$ cat src/ssr_regs.svh
// Purpose: Constants for the supply supervisor and reset controller.
// Assumes: Voltages in millivolts, times in microseconds, rates in hertz.
// Notes:   Included by the package, the supervisor module and the supply model.
`ifndef SSR_REGS_SVH
`define SSR_REGS_SVH

// ==========================================================================
// Brownout guard
`define SSR_BOR_LEVELS     5
`define SSR_BOR_LVL_W      3
`define SSR_BOR_LVL_DEF    3'h4
`define SSR_BOR_LVL_MAX    3'h4
`define SSR_BOR_PON_MV     1800
`define SSR_PDR_LOW_MV     1650

// ==========================================================================
// Supply-level detector
`define SSR_PVD_LEVELS     7
`define SSR_PVD_LVL_W      3
`define SSR_PVD_LVL_MAX    3'h6
`define SSR_PVD_MIN_MV     1850
`define SSR_PVD_STEP_MV    200
`define SSR_PVD_MAX_MV     3050

// ==========================================================================
// Power-up settling delay, counted in low-speed clock edges
`define SSR_SETTLE_US      1000
`define SSR_LS_CLK_HZ      37000
`define SSR_SETTLE_TICKS   ((`SSR_SETTLE_US * `SSR_LS_CLK_HZ) / 1000000)
`define SSR_SETTLE_CNT_W   16

// ==========================================================================
// Reset value and synchroniser width
`define SSR_FLAGS_RST      8'h80
`define SSR_SYNC_W         22

`endif

$ cat src/ssr_pkg.sv
// Purpose: Types shared by the supply supervisor files.
// Assumes: ssr_regs.svh supplies the widths.
// Notes:   Comparator bits are high while the supply is above the threshold.
`include "ssr_regs.svh"

package ssr_pkg;

	// ======================================================================
	// Analog comparator results
	typedef struct packed {
		logic [`SSR_PVD_LEVELS-1:0] pvd_above;
		logic [`SSR_BOR_LEVELS-1:0] bor_rise_above;
		logic [`SSR_BOR_LEVELS-1:0] bor_fall_above;
		logic                       pon_above;
		logic                       pdr_above;
		logic                       por_above;
	} ssr_cmp_t;

	// ======================================================================
	// Same-domain reset requests, each high while requesting
	typedef struct packed {
		logic windowed_watchdog;
		logic independent_watchdog;
		logic software_reset_request;
		logic low_power_entry;
		logic option_loader;
		logic standby_exit;
	} ssr_src_t;

	// ======================================================================
	// Sticky reset-source flags
	typedef struct packed {
		logic power;
		logic external_reset_pin;
		logic windowed_watchdog;
		logic independent_watchdog;
		logic software_reset_request;
		logic low_power_entry;
		logic option_loader;
		logic standby_exit;
	} ssr_flags_t;

	// ======================================================================
	// Brownout guard option byte settings
	typedef struct packed {
		logic                      disable_guard;
		logic [`SSR_BOR_LVL_W-1:0] level;
	} ssr_opt_t;

	typedef enum logic [1:0] {
		PVD_EDGE_FALL = 2'b00,
		PVD_EDGE_RISE = 2'b01,
		PVD_EDGE_BOTH = 2'b10
	} ssr_pvd_mode_t;

	typedef enum logic [1:0] {
		PWR_OFF    = 2'b00,
		PWR_SETTLE = 2'b01,
		PWR_RUN    = 2'b10
	} ssr_pwr_state_t;

endpackage : ssr_pkg

$ cat src/ssr_supervisor.sv
// Purpose: Supply supervision, brownout guard and system reset merge.
// Assumes: i_reset_n is the always-on reset, released once at power-on.
// Notes:   Comparators, pin and low-speed clock are synchronised here.
`timescale 1ns/1ps
`include "ssr_regs.svh"

module ssr_supervisor
	import ssr_pkg::*;
#(
	parameter int unsigned SETTLE_TICKS = `SSR_SETTLE_TICKS
)
(
	input  wire logic                      i_clk,
	input  wire logic                      i_reset_n,
	input  wire logic                      i_ls_clk,
	input  wire logic                      i_has_bor,
	input  wire ssr_cmp_t                  i_cmp,
	input  wire logic                      i_ext_rst_n,
	input  wire ssr_src_t                  i_src,
	input  wire logic                      i_opt_load,
	input  wire ssr_opt_t                  i_opt,
	input  wire logic                      i_pvd_en,
	input  wire logic [`SSR_PVD_LVL_W-1:0] i_pvd_lvl,
	input  wire ssr_pvd_mode_t             i_pvd_mode,
	input  wire logic                      i_flag_clr,
	output logic                           o_sys_reset_n,
	output logic                           o_por_reset_n,
	output logic                           o_pvd_irq,
	output logic                           o_pvd_above,
	output ssr_flags_t                     o_rst_flags,
	output ssr_opt_t                       o_bor_cfg,
	output logic                           o_bor_active
);

	// ======================================================================
	// Input synchronisation
	logic [`SSR_SYNC_W-1:0] sync_in;
	logic [`SSR_SYNC_W-1:0] sync_out;
	ssr_cmp_t               cmp;
	logic                   ext_low;
	logic                   ls_lvl;

	// Pin goes in inverted so a cleared synchroniser reads as released, not pressed
	assign sync_in = {i_ls_clk, ~i_ext_rst_n, i_cmp};

	ssr_sync #(
		.W (`SSR_SYNC_W)
	) u_sync (
		.i_clk     (i_clk),
		.i_reset_n (i_reset_n),
		.i_async   (sync_in),
		.o_level   (sync_out)
	);

	// Comparators clear to below, so the supply counts as lost until it settles
	assign cmp     = ssr_cmp_t'(sync_out[`SSR_SYNC_W-3:0]);
	assign ext_low = sync_out[`SSR_SYNC_W-2];
	assign ls_lvl  = sync_out[`SSR_SYNC_W-1];

	// ======================================================================
	// Brownout guard configuration
	logic     opt_loaded_q;
	logic     opt_loaded_d;
	ssr_opt_t opt_q;
	ssr_opt_t opt_d;
	logic     sys_rst_q;
	logic     sys_rst_d;
	ssr_pwr_state_t state_q;
	ssr_pwr_state_t state_d;

	always_comb
	begin
		opt_loaded_d = opt_loaded_q;
		opt_d        = opt_q;
		if (state_q == PWR_OFF)
		begin
			// Power loss returns to power-on defaults
			opt_loaded_d        = 1'b0;
			opt_d.disable_guard = 1'b0;
			opt_d.level         = `SSR_BOR_LVL_DEF;
		end
		else if (i_opt_load && !sys_rst_q)
		begin
			opt_loaded_d        = 1'b1;
			opt_d.disable_guard = i_opt.disable_guard;
			opt_d.level         = (i_opt.level > `SSR_BOR_LVL_MAX) ? `SSR_BOR_LVL_MAX
			                                                      : i_opt.level;
		end
	end

	always_ff @(posedge i_clk)
	begin
		if (!i_reset_n)
		begin
			opt_loaded_q        <= 1'b0;
			opt_q.disable_guard <= 1'b0;
			opt_q.level         <= `SSR_BOR_LVL_DEF;
		end
		else
		begin
			opt_loaded_q <= opt_loaded_d;
			opt_q        <= opt_d;
		end
	end

	// ======================================================================
	// Supply qualification
	logic bor_on;
	logic rise_ok;
	logic fall_ok;
	logic supply_ok;
	logic ok_q;

	always_comb
	begin
		// Guard on before options are loaded whenever i_has_bor is set; 1.8 V comparator rules then
		bor_on  = i_has_bor && !(opt_loaded_q && opt_q.disable_guard);
		rise_ok = cmp.pon_above;
		fall_ok = cmp.pon_above;
		if (opt_loaded_q)
		begin
			rise_ok = cmp.bor_rise_above[opt_q.level];
			fall_ok = cmp.bor_fall_above[opt_q.level];
		end
		if (bor_on)
		begin
			// Hysteresis: stay up on the lower limit, come up on the upper one
			supply_ok = ok_q ? fall_ok : rise_ok;
		end
		else
		begin
			supply_ok = ok_q ? cmp.pdr_above : cmp.por_above;
		end
	end

	always_ff @(posedge i_clk)
	begin
		if (!i_reset_n)
		begin
			ok_q <= 1'b0;
		end
		else
		begin
			ok_q <= supply_ok;
		end
	end

	// ======================================================================
	// Power state and settling delay
	logic                         ls_prev_q;
	logic                         ls_edge;
	logic [`SSR_SETTLE_CNT_W-1:0] cnt_q;
	logic [`SSR_SETTLE_CNT_W-1:0] cnt_d;
	localparam logic [`SSR_SETTLE_CNT_W-1:0] SETTLE_LAST =
		(SETTLE_TICKS > 1) ? `SSR_SETTLE_CNT_W'(SETTLE_TICKS - 1) : '0;

	assign ls_edge = ls_lvl && !ls_prev_q;

	always_comb
	begin
		state_d = state_q;
		cnt_d   = cnt_q;
		case (state_q)
			PWR_OFF:
			begin
				cnt_d = '0;
				if (supply_ok)
				begin
					state_d = PWR_SETTLE;
				end
			end
			PWR_SETTLE:
			begin
				if (!supply_ok)
				begin
					state_d = PWR_OFF;
				end
				else if (ls_edge)
				begin
					if (cnt_q == SETTLE_LAST)
					begin
						state_d = PWR_RUN;
					end
					cnt_d = cnt_q + 1'b1;
				end
			end
			PWR_RUN:
			begin
				if (!supply_ok)
				begin
					state_d = PWR_OFF;
				end
			end
			default:
			begin
				state_d = PWR_OFF;
			end
		endcase
	end

	always_ff @(posedge i_clk)
	begin
		if (!i_reset_n)
		begin
			state_q   <= PWR_OFF;
			cnt_q     <= '0;
			ls_prev_q <= 1'b0;
		end
		else
		begin
			state_q   <= state_d;
			cnt_q     <= cnt_d;
			ls_prev_q <= ls_lvl;
		end
	end

	// ======================================================================
	// System reset merge and source flags
	ssr_flags_t flags_q;
	ssr_flags_t flags_d;
	ssr_flags_t flag_set;

	always_comb
	begin
		flag_set.power                  = (state_q != PWR_RUN);
		flag_set.external_reset_pin     = ext_low;
		flag_set.windowed_watchdog      = i_src.windowed_watchdog;
		flag_set.independent_watchdog   = i_src.independent_watchdog;
		flag_set.software_reset_request = i_src.software_reset_request;
		flag_set.low_power_entry        = i_src.low_power_entry;
		flag_set.option_loader          = i_src.option_loader;
		flag_set.standby_exit           = i_src.standby_exit;
		sys_rst_d = |flag_set;
		// A source in the clearing cycle survives the clear
		flags_d = (i_flag_clr ? ssr_flags_t'('0) : flags_q) | flag_set;
	end

	// Flags answer only to the always-on reset, never to the system reset
	always_ff @(posedge i_clk)
	begin
		if (!i_reset_n)
		begin
			flags_q   <= `SSR_FLAGS_RST;
			sys_rst_q <= 1'b1;
		end
		else
		begin
			flags_q   <= flags_d;
			sys_rst_q <= sys_rst_d;
		end
	end

	// ======================================================================
	// Supply-level detector
	logic [`SSR_PVD_LVL_W-1:0] pvd_sel;
	logic                      pvd_now;
	logic                      pvd_prev_q;
	logic                      pvd_prev_d;
	logic                      pvd_irq_q;
	logic                      pvd_irq_d;
	logic                      pvd_above_q;
	logic                      pvd_above_d;

	always_comb
	begin
		pvd_sel = (i_pvd_lvl > `SSR_PVD_LVL_MAX) ? `SSR_PVD_LVL_MAX : i_pvd_lvl;
		pvd_now = cmp.pvd_above[pvd_sel];
		pvd_irq_d   = 1'b0;
		pvd_above_d = 1'b0;
		// While disabled the history tracks, so enabling gives no false edge
		pvd_prev_d  = pvd_now;
		if (i_pvd_en)
		begin
			pvd_above_d = pvd_now;
			case (i_pvd_mode)
				PVD_EDGE_FALL: pvd_irq_d = pvd_prev_q && !pvd_now;
				PVD_EDGE_RISE: pvd_irq_d = !pvd_prev_q && pvd_now;
				PVD_EDGE_BOTH: pvd_irq_d = pvd_prev_q ^ pvd_now;
				default:       pvd_irq_d = 1'b0;
			endcase
		end
	end

	always_ff @(posedge i_clk)
	begin
		if (!i_reset_n)
		begin
			pvd_prev_q  <= 1'b0;
			pvd_irq_q   <= 1'b0;
			pvd_above_q <= 1'b0;
		end
		else
		begin
			pvd_prev_q  <= pvd_prev_d;
			pvd_irq_q   <= pvd_irq_d;
			pvd_above_q <= pvd_above_d;
		end
	end

	// ======================================================================
	// Outputs
	assign o_sys_reset_n = ~sys_rst_q;
	assign o_por_reset_n = ok_q && (state_q == PWR_RUN);
	assign o_pvd_irq     = pvd_irq_q;
	assign o_pvd_above   = pvd_above_q;
	assign o_rst_flags   = flags_q;
	assign o_bor_cfg     = opt_q;
	assign o_bor_active  = bor_on;

endmodule : ssr_supervisor

$ cat src/ssr_sync.sv
// Purpose: Three-stage input synchroniser with agreement filter.
// Assumes: Inputs are asynchronous levels.
// Notes:   Output follows only once stages two and three agree.
`timescale 1ns/1ps

module ssr_sync
#(
	parameter int unsigned W = 1
)
(
	input  wire logic         i_clk,
	input  wire logic         i_reset_n,
	input  wire logic [W-1:0] i_async,
	output logic      [W-1:0] o_level
);

	// ======================================================================
	// Stages
	logic [W-1:0] s1_q;
	logic [W-1:0] s2_q;
	logic [W-1:0] s3_q;
	logic [W-1:0] out_q;
	logic [W-1:0] out_d;

	always_comb
	begin
		// Per bit, so one noisy comparator cannot hold back the others
		out_d = (~(s2_q ^ s3_q) & s3_q) | ((s2_q ^ s3_q) & out_q);
	end

	always_ff @(posedge i_clk)
	begin
		if (!i_reset_n)
		begin
			s1_q  <= '0;
			s2_q  <= '0;
			s3_q  <= '0;
			out_q <= '0;
		end
		else
		begin
			s1_q  <= i_async;
			s2_q  <= s1_q;
			s3_q  <= s2_q;
			out_q <= out_d;
		end
	end

	assign o_level = out_q;

endmodule : ssr_sync

$ cat config.mk
export PLATFORM = sky130hd
export DESIGN_NAME = ssr_supervisor
export DESIGN_NICKNAME = d
export VERILOG_FILES = /design/src/ssr_pkg.sv /design/src/ssr_supervisor.sv /design/src/ssr_sync.sv
export VERILOG_INCLUDE_DIRS = /design/src
export SDC_FILE = /design/constraint.sdc
export NUM_CORES = 1
export LEC_CHECK = 0
export BUFFER_PORTS_ARGS = -buffer_cell sky130_fd_sc_hd__buf_2
export CAP_MARGIN = 20
export CELL_PAD_IN_SITES_DETAIL_PLACEMENT = 0
export CELL_PAD_IN_SITES_GLOBAL_PLACEMENT = 2
export CORE_UTILIZATION = 25
export CTS_CLUSTER_DIAMETER = 40
export CTS_CLUSTER_SIZE = 20
export DETAILED_ROUTE_END_ITERATION = 10
export PLACE_DENSITY = 0.68
export SYNTH_ARGS = -nofsm -noshare
export SYNTH_HDL_FRONTEND = slang
export SYNTH_SLANG_ARGS = --single-unit
$ cat constraint.sdc
create_clock -name i_clk -period 6.1 [get_ports i_clk]
set_clock_uncertainty 0.15 [all_clocks]
set_input_delay 0.61 -clock i_clk [delete_from_list [all_inputs] [get_ports i_clk]]
set_output_delay 0.61 -clock i_clk [all_outputs]
set_load 0.02 [all_outputs]
# After elaboration in Yosys (flattened, before gate mapping)
# Index checks and enable logic that the tools add are counted.
# Widths: inputs -> output; s select.
# op_classes
add_sub_neg	1
n_lt_le_gt_ge	4
n_eq_ne	12
muxes	24
bitwise	10
reduce_logical	20
# op_table
operator	n
$and 22x22->22	2
$mux 16	2
$pmux 16 s2	1
$not 22->22	1
$or 22x22->22	1
$xor 22x22->22	1
$add 16x1->16 const B	1
$eq 16x6->1 const B	1
$mux 2	5
$ne 2x2->1 const B	5
$bmux 1 s3	3
$lt 3x4->1 const B	2
$mux 1	8
$mux 8	1
$or 8x8->8	1
$reduce_or 8->1	1
$logic_and 1x1->1	7
$gt 3x3->1 const B	2
$mux 3	2
$ne 3x3->1 const B	2
$pmux 2 s3	1
$logic_not 1->1	5
$eq 2x1->1 const B	2
$eq 2x2->1 const B	2
other kinds (9)	12
# totals
register_bits	125
inputBits	43
out_inout_bits	17

# Depth between registers and ports, before layout
# Gate-level depths: netlist (run 1).
# logic_depth
word_depth	7
mapped_depth	9

# By module
# From an unflattened synthesis (run 1), not the netlist that was laid out.
# unflattened
hier_cells	447
hier_area_um2	4521.8
# modules_own_cells
module	n_inst	cells_per_inst	area_per_inst_um2	seq_area_each_um2
ssr_sync	1	229	2592.5	1761.7
ssr_supervisor	1	218	1929.4	740.7

# Least setup slack after synthesis (run 1)
# OpenSTA, ideal clock, no wires.
# synth_path
path_type	input to register
startpoint	input i_has_bor
endpoint	register cnt_q[15]
t_arrival_ns	2.052
t_required_ns	5.876
setup_slack_ns	3.824
path_stages	5
path_buffers	0
path_cell_list	a21bo_2 inv_1 o32a_4 or4_1 a31oi_1
# synth_via
elab_chain_len	4
# synth_lines
element	line	text
start, declared	ssr_supervisor.sv:16	input wire logic i_has_bor,
$logic_and 1x1->1	ssr_supervisor.sv:117	bor_on = i_has_bor && !(opt_loaded_q && opt_q.disable_guard);
via o_bor_active	ssr_supervisor.sv:32	output logic o_bor_active
$mux 1	ssr_supervisor.sv:125	if (bor_on)
$ne 2x2->1 (no source line)	-	
$reduce_and 3->1 (no source line)	-	
end signal, assigned	ssr_supervisor.sv:212	cnt_q <= cnt_d;
end, declared	ssr_supervisor.sv:152	logic [`SSR_SETTLE_CNT_W-1:0] cnt_q;
# The timed path passes the listed nets, and every way through them passes these cells.
# A chain may end at the register's enable or synchronous reset.

==> results.toml, run 1 <==
[routing]
drtIter0Drc = 191
vias_per_cell = 4.46
firstDrtPassIters = 8
ant_nets = 0
routedWlPerCell_um = 12.6
totalWireLength_mm = 9.89
vias = 3490
drc_errors = 4

[worst_setup_path]
max_stage_delay_ps = 610
end_kind = "flop"
critPathKind = "in2reg"
arrival_ps = 2670
path_cells = "buf_2 > buf_4 > o21a_1 > o2111ai_1 > o211ai_1"
cpMaxStageDelayCell = "o21a_1"
cp-start-kind = "input pin"
crit_fanout = 61
cp.required_ps = 6290

[synthesis]
yosys_warnings = 0
synth_area_um2 = 4700
yosysSeqAreaShare_pct = 53.3
synth.avg_cell_area_um2 = 9.76
synthTopCellsByArea = "dfxtp_1 53%, and2_1 9.3%, nand2_1 3.8%"
ys_seq_elements = 125
yosys.area.top_type_share_pct = 53.3
async_reset_ff_share_pct = 0
synth_flop_cell = "dfxtp_1"
yosys.area.top_type = "dfxtp_1"
syn-num-nets = 528
yosysUniqueCellTypes = 46
synth_edf_count = 0
synth_cells = 481

[timing]
setup-tns-final_ps = 0
finalSetupViolations = 0
slew-limit-headroom_pct = 46.9
rsz0062_at_grt = "no"
slew_violations = 0
finalHoldViolations = 0
tightest_slew_ps = 797
finalCriticalPeriod_ps = 2490
period_share_pct = 40.8
clock.fmax_mhz = 402

[power_and_ir_drop]
vdd_drop_max_mv = 0.190
p_leak_nw = 2.16
p_per_area_nw_per_um2 = 330

[floorplan]
die_area_um2 = 19300
rows = 49
dieWidth_um = 139
fp.dieH_um = 139
coreArea_um2 = 18200
start_util_pct = 25.8
io_pins = 60

[placed_design]
place_inst = 750
gp_congestion = 0.730
portBuffers = 59
dp_hpwl_mm = 6.83

[grt]
overflow = 0
grt_max_degree = 62
grt_pass1_wl_mm = 16.9
grt_pass1_vias = 3380
antenna_found_initial = 0
grt_usage_pct = 11.1

[worst_hold_path]
hold_path_class = "in2reg"

[final_layout]
post_route_cells_drive_above_1_share_pct = 17.9
area_growth_pct = 23.9
final_cells = 783
nets = 588
multi_input_area_um2 = 2060
fillers = 1866
final_common_cell = "dfxtp_1"
seqCellArea_um2 = 2500
n_antenna_cell = 0
final_cell_mix = "125 x dfxtp_1, 70 x and2_1, 59 x buf_2, 48 x nand2_1, 29 x o21ai_0"

[cts]
htree_num_levels = 4
cts_setup_buffers = 0
cts_resized = 0
clk_pin_slew_ps = 60
cts_buffer_depth = 2
cts_tree = "done"
cts_hold_buf = 0
cts_root_buf = "clkbuf_16"
clkSinkCount = 125
clkLatencyLatePin_ps = 420
cts_buffers = 17

[outcome]
violations = "DRC"
status = "finished, violations left"

[job]
max_cap_violations = 0
## critical path: cells and delay by family
family | cells | cell delay [ps]
AO/OA/AOI/OAI | 3 | 930
buffers and inverters | 2 | 1080
## power by group
group	leakage [nW]	internal [mW]	switching [mW]	total, mW
Sequential	1.02	0.838	0.00764	0.845
Clock	0.287	0.656	0.365	1.02
Combinational	0.853	0.0271	0.0255	0.0526
Total	2.16	1.52	0.398	1.92
## cell usage after synthesis (3+ instances only)
cell type  instances
nor2_1             7
clkbuf_1          17
ha_1               4
nand2_1           48
or4_1              4
and2_1            70
a21oi_1            8
o22ai_1            5
nor3_1             4
nor4_1             8
o32ai_1            3
nand4_1            8
o211ai_1           3
nor2b_1           13
a21boi_0          23
nand3b_1           4
or3_1              4
o21a_1            11
nand2b_1           7
o31a_1             3
inv_1             11
nand3_1           16
o21ai_0           29
and3_1             5
mux2i_1           14
dfxtp_1          125
## layer usage
metal | global-route usage [%] | routed length (µm) | vias to the layer above
met5 | 0 | 0 | -
met4 | 4.80 | 57 | 0
met3 | 3.83 | 478 | 4
met2 | 16.5 | 4420 | 66
met1 | 14.4 | 4930 | 1619
li1 | - | - | 1801
## metrics by stage
step / hold slack [ps] / setup slack, ps / utilization, % / area [µm²] / power (mW)
6_report: 185 / 3610 / 32.0 / 5820 / 1.92
5_1_grt: 183 / 3300 / 32.0 / 5820 / 2.00
4_1_cts: 172 / 3400 / 31.9 / 5810 / 1.96
3_5_place_dp: 268 / 3110 / 28.6 / 5200 / 0.917
3_3_place_gp: 268 / 3170 / 28.6 / 5200 / 0.916
2_1_floorplan: 262 / 3820 / - / 4700 / 0.892
## logic make-up (layout without fill, tap and decap cells)
kind of cell / Yosys count / count (layout) / synth area share [%]
muxes: 15 / 15 / 3.46
and+or+nand+nor: 206 / 206 / 24.8
AOI/OAI and AO/OA: 99 / 99 / 14.6
DFF: 125 / 125 / 53.3
buffers and inverters: 32 / 105 / 2.77
adders and majority gates: 4 / 4 / 1.07
## layout make-up
| type | instances | area share, % |
|---|---|---|
| clock buffers | 20 | 7.68 |
| clock inverters | 12 | 2.77 |
| inverters | 11 | 0.710 |
| multi-input cells | 324 | 35.5 |
| flip-flops and latches | 125 | 43.0 |
| well taps | 229 | 4.92 |
| repair buffers | 62 | 5.46 |
## final timing paths
path | from | endpoint | slack, ps | cells past startpoint
hold reg to reg | u_sync.s1_q[18] | u_sync.s2_q[18] | 270 | 1
setup reg to reg | o_bor_cfg[0] | cnt_q[15] | 3770 | 6
setup / recovery | i_reset_n | cnt_q[4] | 3610 | 5
hold / removal | i_ext_rst_n | u_sync.s1_q[20] | 190 | 2
Note: power is estimated with default switching activity, not from simulation.
==> run 2, diff against run 1 <==
Clock period 6.1 ns to 2.6 ns, I/O delays scaled along.
==> run 2 against run 1 <==
  * The flow still finishes with violations (DRC)
  * Count of clock-buffer cells in the layout shrank 1
  * Cell area grew 5.6%
  * Sequential power grew 130%
  * Critical path depth is the same
  * Largest cell class unchanged
  * Cell count grew 4.5%
  * Critical endpoint is now cnt_q[1]
  * Setup slack lost 3300 ps
  * First-iteration DRC count shrank 5.2%
  * Sequential cell count is the same
==> results.toml, run 2 (synthesized netlist as in run 1, its figures left out) <==
[outcome]
status = "finished, violations left"
violations = "DRC"

[power_and_ir_drop]
p_per_area_nw_per_um2 = 725
vdd_drop_max_mv = 0.400
p_leak_nw = 2.31
power.total_mw = 4.46

[worst_setup_path]
worst_path_dominant_cell_family = "compound AO/OA/AOI/OAI gates"
rr_startpoint = "o_bor_cfg[0]"
critPathKind = "reg2reg"
path_cells = "mux2i_1 > a221oi_2 > a211oi_2 > or4b_1 > o22ai_1"
startpoint = "o_bor_cfg[0]"
arrival_ps = 2440
crit_fanout = 10
max_stage_delay_ps = 580
cp-start-kind = "flop"
end_kind = "flop"
cp.required_ps = 2770
cpMaxStageDelayCell = "or4b_1"
cp_num_buf_inv = 0

[final_layout]
fillers = 1873
post_route_cells_drive_above_1_share_pct = 17.3
final_cell_mix = "125 x dfxtp_1, 70 x and2_1, 59 x buf_2, 48 x nand2_1, 33 x dlygate4sd3_1"
area_growth_pct = 30.9
n_antenna_cell = 0
nets = 624
design_area_um2 = 6140
final_common_cell = "dfxtp_1"

[placed_design]
portBuffers = 59
dp_slack_ps = 336
placed_area_um2 = 5230
gp_congestion = 0.776
dp_hpwl_mm = 7.05

[timing]
slew_violations = 0
rsz0062_at_grt = "no"
period_share_pct = 87.3
fin_ws_ps = 329
tightest_slew_ps = 813
slew-limit-headroom_pct = 45.8
setup-tns-final_ps = 0
clock.fmax_mhz = 440
holdWs_ps = 48.5
finalCriticalPeriod_ps = 2270
finalSetupViolations = 0
finalHoldViolations = 0

[cts]
cts_buffer_depth = 2
cts_root_buf = "clkbuf_16"
htree_num_levels = 4
cts_buffers = 17
clkSinkCount = 125
cts_setup_buffers = 0
clkLatencyLatePin_ps = 400
cts_resized = 0
cts_tree = "done"
clk_pin_slew_ps = 60

[routing]
ant_nets = 0
vias = 3624
totalWireLength_mm = 10.2
firstDrtPassIters = 7
wl_met3_um = 478
drc_errors = 4
m1WireLength_mm = 5.04
routedWlPerCell_um = 12.4
drtIter0Drc = 181
met2_length_mm = 4.52
dr.max_layer_used = "met4"
vias_per_cell = 4.43

[floorplan]
io_pins = 60
dieWidth_um = 139
rows = 49
die_area_um2 = 19300
fp.dieH_um = 139
start_util_pct = 25.8
coreArea_um2 = 18200

[grt]
overflow = 0
grt_usage_pct = 11.3
grt_pass1_wl_mm = 17.6
antenna_found_initial = 0
grt_pass1_vias = 3567
grt_max_degree = 107

[job]
max_cap_violations = 0

[worst_hold_path]
hold_path_class = "in2reg"
holdCritStartpoint = "i_pvd_lvl[2]"
[run 2: changes by cell type in the layout (fill, tap and decap cells not counted), sizes merged]
cell and delta:
clkbuf -1, buf +3, inv +2, dlygate4sd3 +33, clkinvlp -1, bufinv -1
[run 2: final cells by class]
cell class | count | area (µm²) | share of cell area, %
clock buffer | 19 | 443 | 7.21
clock inverter | 12 | 138 | 2.24
inverter | 11 | 41.3 | 0.672
multi-input combinational | 324 | 2060 | 33.6
sequential | 125 | 2500 | 40.7
tap | 229 | 287 | 4.66
timing repair buffer | 98 | 671 | 10.9
[run 2: where the power goes]
part	total (mW)	internal, mW	switching (mW)
clock network	2.31	1.44	0.872
registers	1.98	1.96	0.0182
logic	0.161	0.0959	0.0648
total	4.46	3.50	0.955
[run 2: worst register-to-register path, cell delays in order (launching register included)]
cell and delay, ps:
dfxtp_1 520, mux2i_1 150, a221oi_2 380, a211oi_2 240
or4b_1 590, o22ai_1 180
[run 2: per-stage QoR]
stage | utilization [%] | instances
after CTS | 33.7 | 818
final | 33.7 | 818
after detailed placement | 28.7 | 754
after global placement | 28.7 | 754
after global routing | 33.7 | 818
after floorplan | - | 481
[run 2: repair_timing]
action,in CTS,in global routing
hold endpoints to repair,35,0
setup endpoints to repair,0,0
hold buffers,33,0
[run 2: metal layers]
layer / vias to the layer above / track usage [%]
met5: - / 0
met4: 0 / 3.86
met3: 9 / 3.52
met2: 76 / 17.5
met1: 1669 / 14.9
li1: 1870 / -
[run 2: worst paths after layout]
check	endpoint	slack, ps	cells after the start
setup / recovery	cnt_q[1]	330	5
hold / removal	pvd_prev_q	50	3
setup reg to reg	cnt_q[1]	330	5
hold reg to reg	u_sync.s2_q[16]	280	1
==> run 3, diff against run 2 <==
Settings changed: ABC_AREA from default to 1, PLACE_DENSITY 0.68 to 0.72.
==> run 3 against run 2 <==
  * The flow now finishes without violations
  * Area after synthesis grew 0.40%
  * Critical path depth rose by 1
  * Combinational power up 13%
  * Largest cell class unchanged
  * Die area rose by 0.40%
  * Highest routed layer unchanged
  * First-iteration DRC count down 0.55%
==> results.toml, run 3 <==
[synthesis]
synth_flop_cell = "dfxtp_1"
synth_cells = 609
yosysSeqAreaShare_pct = 53.1
yosys.area.top_type_share_pct = 53.1
synth.avg_cell_area_um2 = 7.74
async_reset_ff_share_pct = 0
synth_common_cells = "125 x dfxtp_1, 121 x nand2_1, 107 x inv_1"
yosys.area.top_type = "dfxtp_1"
yosys_warnings = 0
synthTopCellsByArea = "dfxtp_1 53%, nand2_1 9.6%, inv_1 8.5%"
yosysMostFrequentCell = "dfxtp_1"
ys_seq_elements = 125
synth_edf_count = 0
yosysUniqueCellTypes = 32
synth_area_um2 = 4710
syn-num-nets = 656

[timing]
setup-tns-final_ps = 0
period_share_pct = 85.0
fin_ws_ps = 389
slew-limit-headroom_pct = 68.6
finalHoldViolations = 0
rsz0062_at_grt = "no"
finalCriticalPeriod_ps = 2210
slew_violations = 0
clock.fmax_mhz = 452
finalSetupViolations = 0
tightest_slew_ps = 471

[final_layout]
n_antenna_cell = 0
final_common_cell = "dfxtp_1"
nets = 757
final_cell_mix = "125 x dfxtp_1, 121 x nand2_1, 107 x inv_1, 67 x nor2_1, 59 x buf_2"
final_cells = 952
area_growth_pct = 32.3
post_route_cells_drive_above_1_share_pct = 17.0

[worst_setup_path]
worst_path_dominant_cell_family = "buffers and inverters"
arrival_ps = 2360
cp-start-kind = "input pin"
critPathKind = "in2reg"
cp_num_buf_inv = 4
end_kind = "flop"
path_cells = "dlygate4sd3_1 > buf_2 > nor4_1 > dlygate4sd3_1 > nand3_1 > dlygate4sd3_1"
cp.required_ps = 2750
cp_common_cell = "dlygate4sd3_1"
crit_fanout = 2
cpMaxStageDelayCell = "dlygate4sd3_1"
max_stage_delay_ps = 590

[floorplan]
io_pins = 60
coreArea_um2 = 18200
dieWidth_um = 139
start_util_pct = 25.9
rows = 49
die_area_um2 = 19400
fp.dieH_um = 139

[placed_design]
portBuffers = 59
dp_hpwl_mm = 6.97
place_inst = 885
gp_congestion = 0.798
dp_slack_ps = 701

[routing]
routedWlPerCell_um = 10.7
drtIter0Drc = 180
dr.max_layer_used = "met4"
firstDrtPassIters = 4
ant_nets = 0
m1WireLength_mm = 4.70
vias_per_cell = 4.11
vias = 3908
drc_errors = 0
totalWireLength_mm = 10.2
met2_length_mm = 4.84
wl_met3_um = 436

[grt]
grt_max_degree = 50
grt_pass1_wl_mm = 17.6
overflow = 0
grt_usage_pct = 11.5
antenna_found_initial = 0
grt_pass1_vias = 3853

[power_and_ir_drop]
internal_power_mw = 3.71
p_per_area_nw_per_um2 = 752
p_leak_nw = 2.90
vdd_drop_max_mv = 0.467
comb_power_share_pct = 3.9
p_sw_uw = 979
pwr-share-seq_pct = 42.4
swShare_pct = 20.9
clkPwrFrac_pct = 53.8

[cts]
cts_buffers = 17
clkLatencyLatePin_ps = 410
cts_setup_buffers = 0
htree_num_levels = 4
clk_pin_slew_ps = 60
clkSinkCount = 125
cts_buffer_depth = 2
cts_root_buf = "clkbuf_16"
cts_tree = "done"

[job]
max_cap_violations = 0

[worst_hold_path]
hold_path_class = "in2reg"

[outcome]
status = "completed"
## run 3: cell types whose count changed after synthesis, moves of 22 or more
cell	before	now
nor2_1	7	67
a21boi_0	23	0
nand3_1	16	38
and2_1	70	0
nand2_1	48	121
a21oi_1	8	43
inv_1	11	107
## run 3: power by group through the flow
stage | combinational (mW) | sequential [mW] | clock, mW
floorplan | 0.0758 | 2.03 | 0
global placement | 0.144 | 2.03 | 0
detailed placement | 0.147 | 2.03 | 0
CTS | 0.185 | 1.99 | 2.59
global route | 0.208 | 1.99 | 2.69
finish | 0.182 | 1.99 | 2.52
## run 3: stage by stage
| step | cell area (µm²) | hold slack, ps | utilization [%] | power (mW) |
|---|---|---|---|---|
| after floorplan | 4710 | 182 | - | 2.11 |
| after global placement | 5250 | 245 | 28.8 | 2.17 |
| after detailed placement | 5250 | 249 | 28.8 | 2.17 |
| after CTS | 6240 | 16.2 | 34.2 | 4.76 |
| after global routing | 6240 | 41.4 | 34.2 | 4.89 |
| final | 6240 | 33.6 | 34.2 | 4.69 |
## run 3: cell families (layout without fill, tap and decap cells)
family	after synthesis	count (layout)	share of synthesized area (%)
DFF	125	125	53.1
buffers and inverters	128	242	10.6
AOI/OAI and AO/OA	86	86	10.4
and+or+nand+nor	258	258	23.4
xor gates and xnor gates	8	8	1.49
adders and majority gates	4	4	1.06
## run 3: cell type report
type	count	area [µm²]
Inverter	112	420
Tap cell	229	287
Clock inverter	13	188
Timing Repair Buffer	98	676
Sequential cell	125	2500
Clock buffer	19	453
Fill cell	1860	12000
Multi-Input combinational cell	356	1710
## run 3: worst paths after layout
| check | start | to | slack (ps) | depth (start not counted) |
|---|---|---|---|---|
| hold / removal | i_pvd_mode[1] | o_pvd_irq | 30 | 4 |
| setup / recovery | i_src[2] | sys_rst_q | 390 | 6 |
| hold reg to reg | u_sync.s1_q[20] | u_sync.s2_q[20] | 260 | 2 |
| setup reg to reg | o_bor_cfg[0] | cnt_q[1] | 710 | 13 |
## run 3: metal layers
layer  GRT usage [%]  vias up
met4            6.08        0
met2            18.8       66
li1                -     2087
met1            13.3     1740
met3            3.89       15
met5               0        -
## run 3: repair_timing
item | CTS | global route
hold buffers | 35 | 0
endpoints found under the hold margin | 34 | 0
resized for setup | 0 | 0
endpoints found under the setup margin | 0 | 0
## run 3: worst register-to-register path: cells and delay by family, from the launching register on
family	cells	cell delay [ps]
DFF	1	410
buffers and inverters	2	140
and+or+nand+nor	11	1070
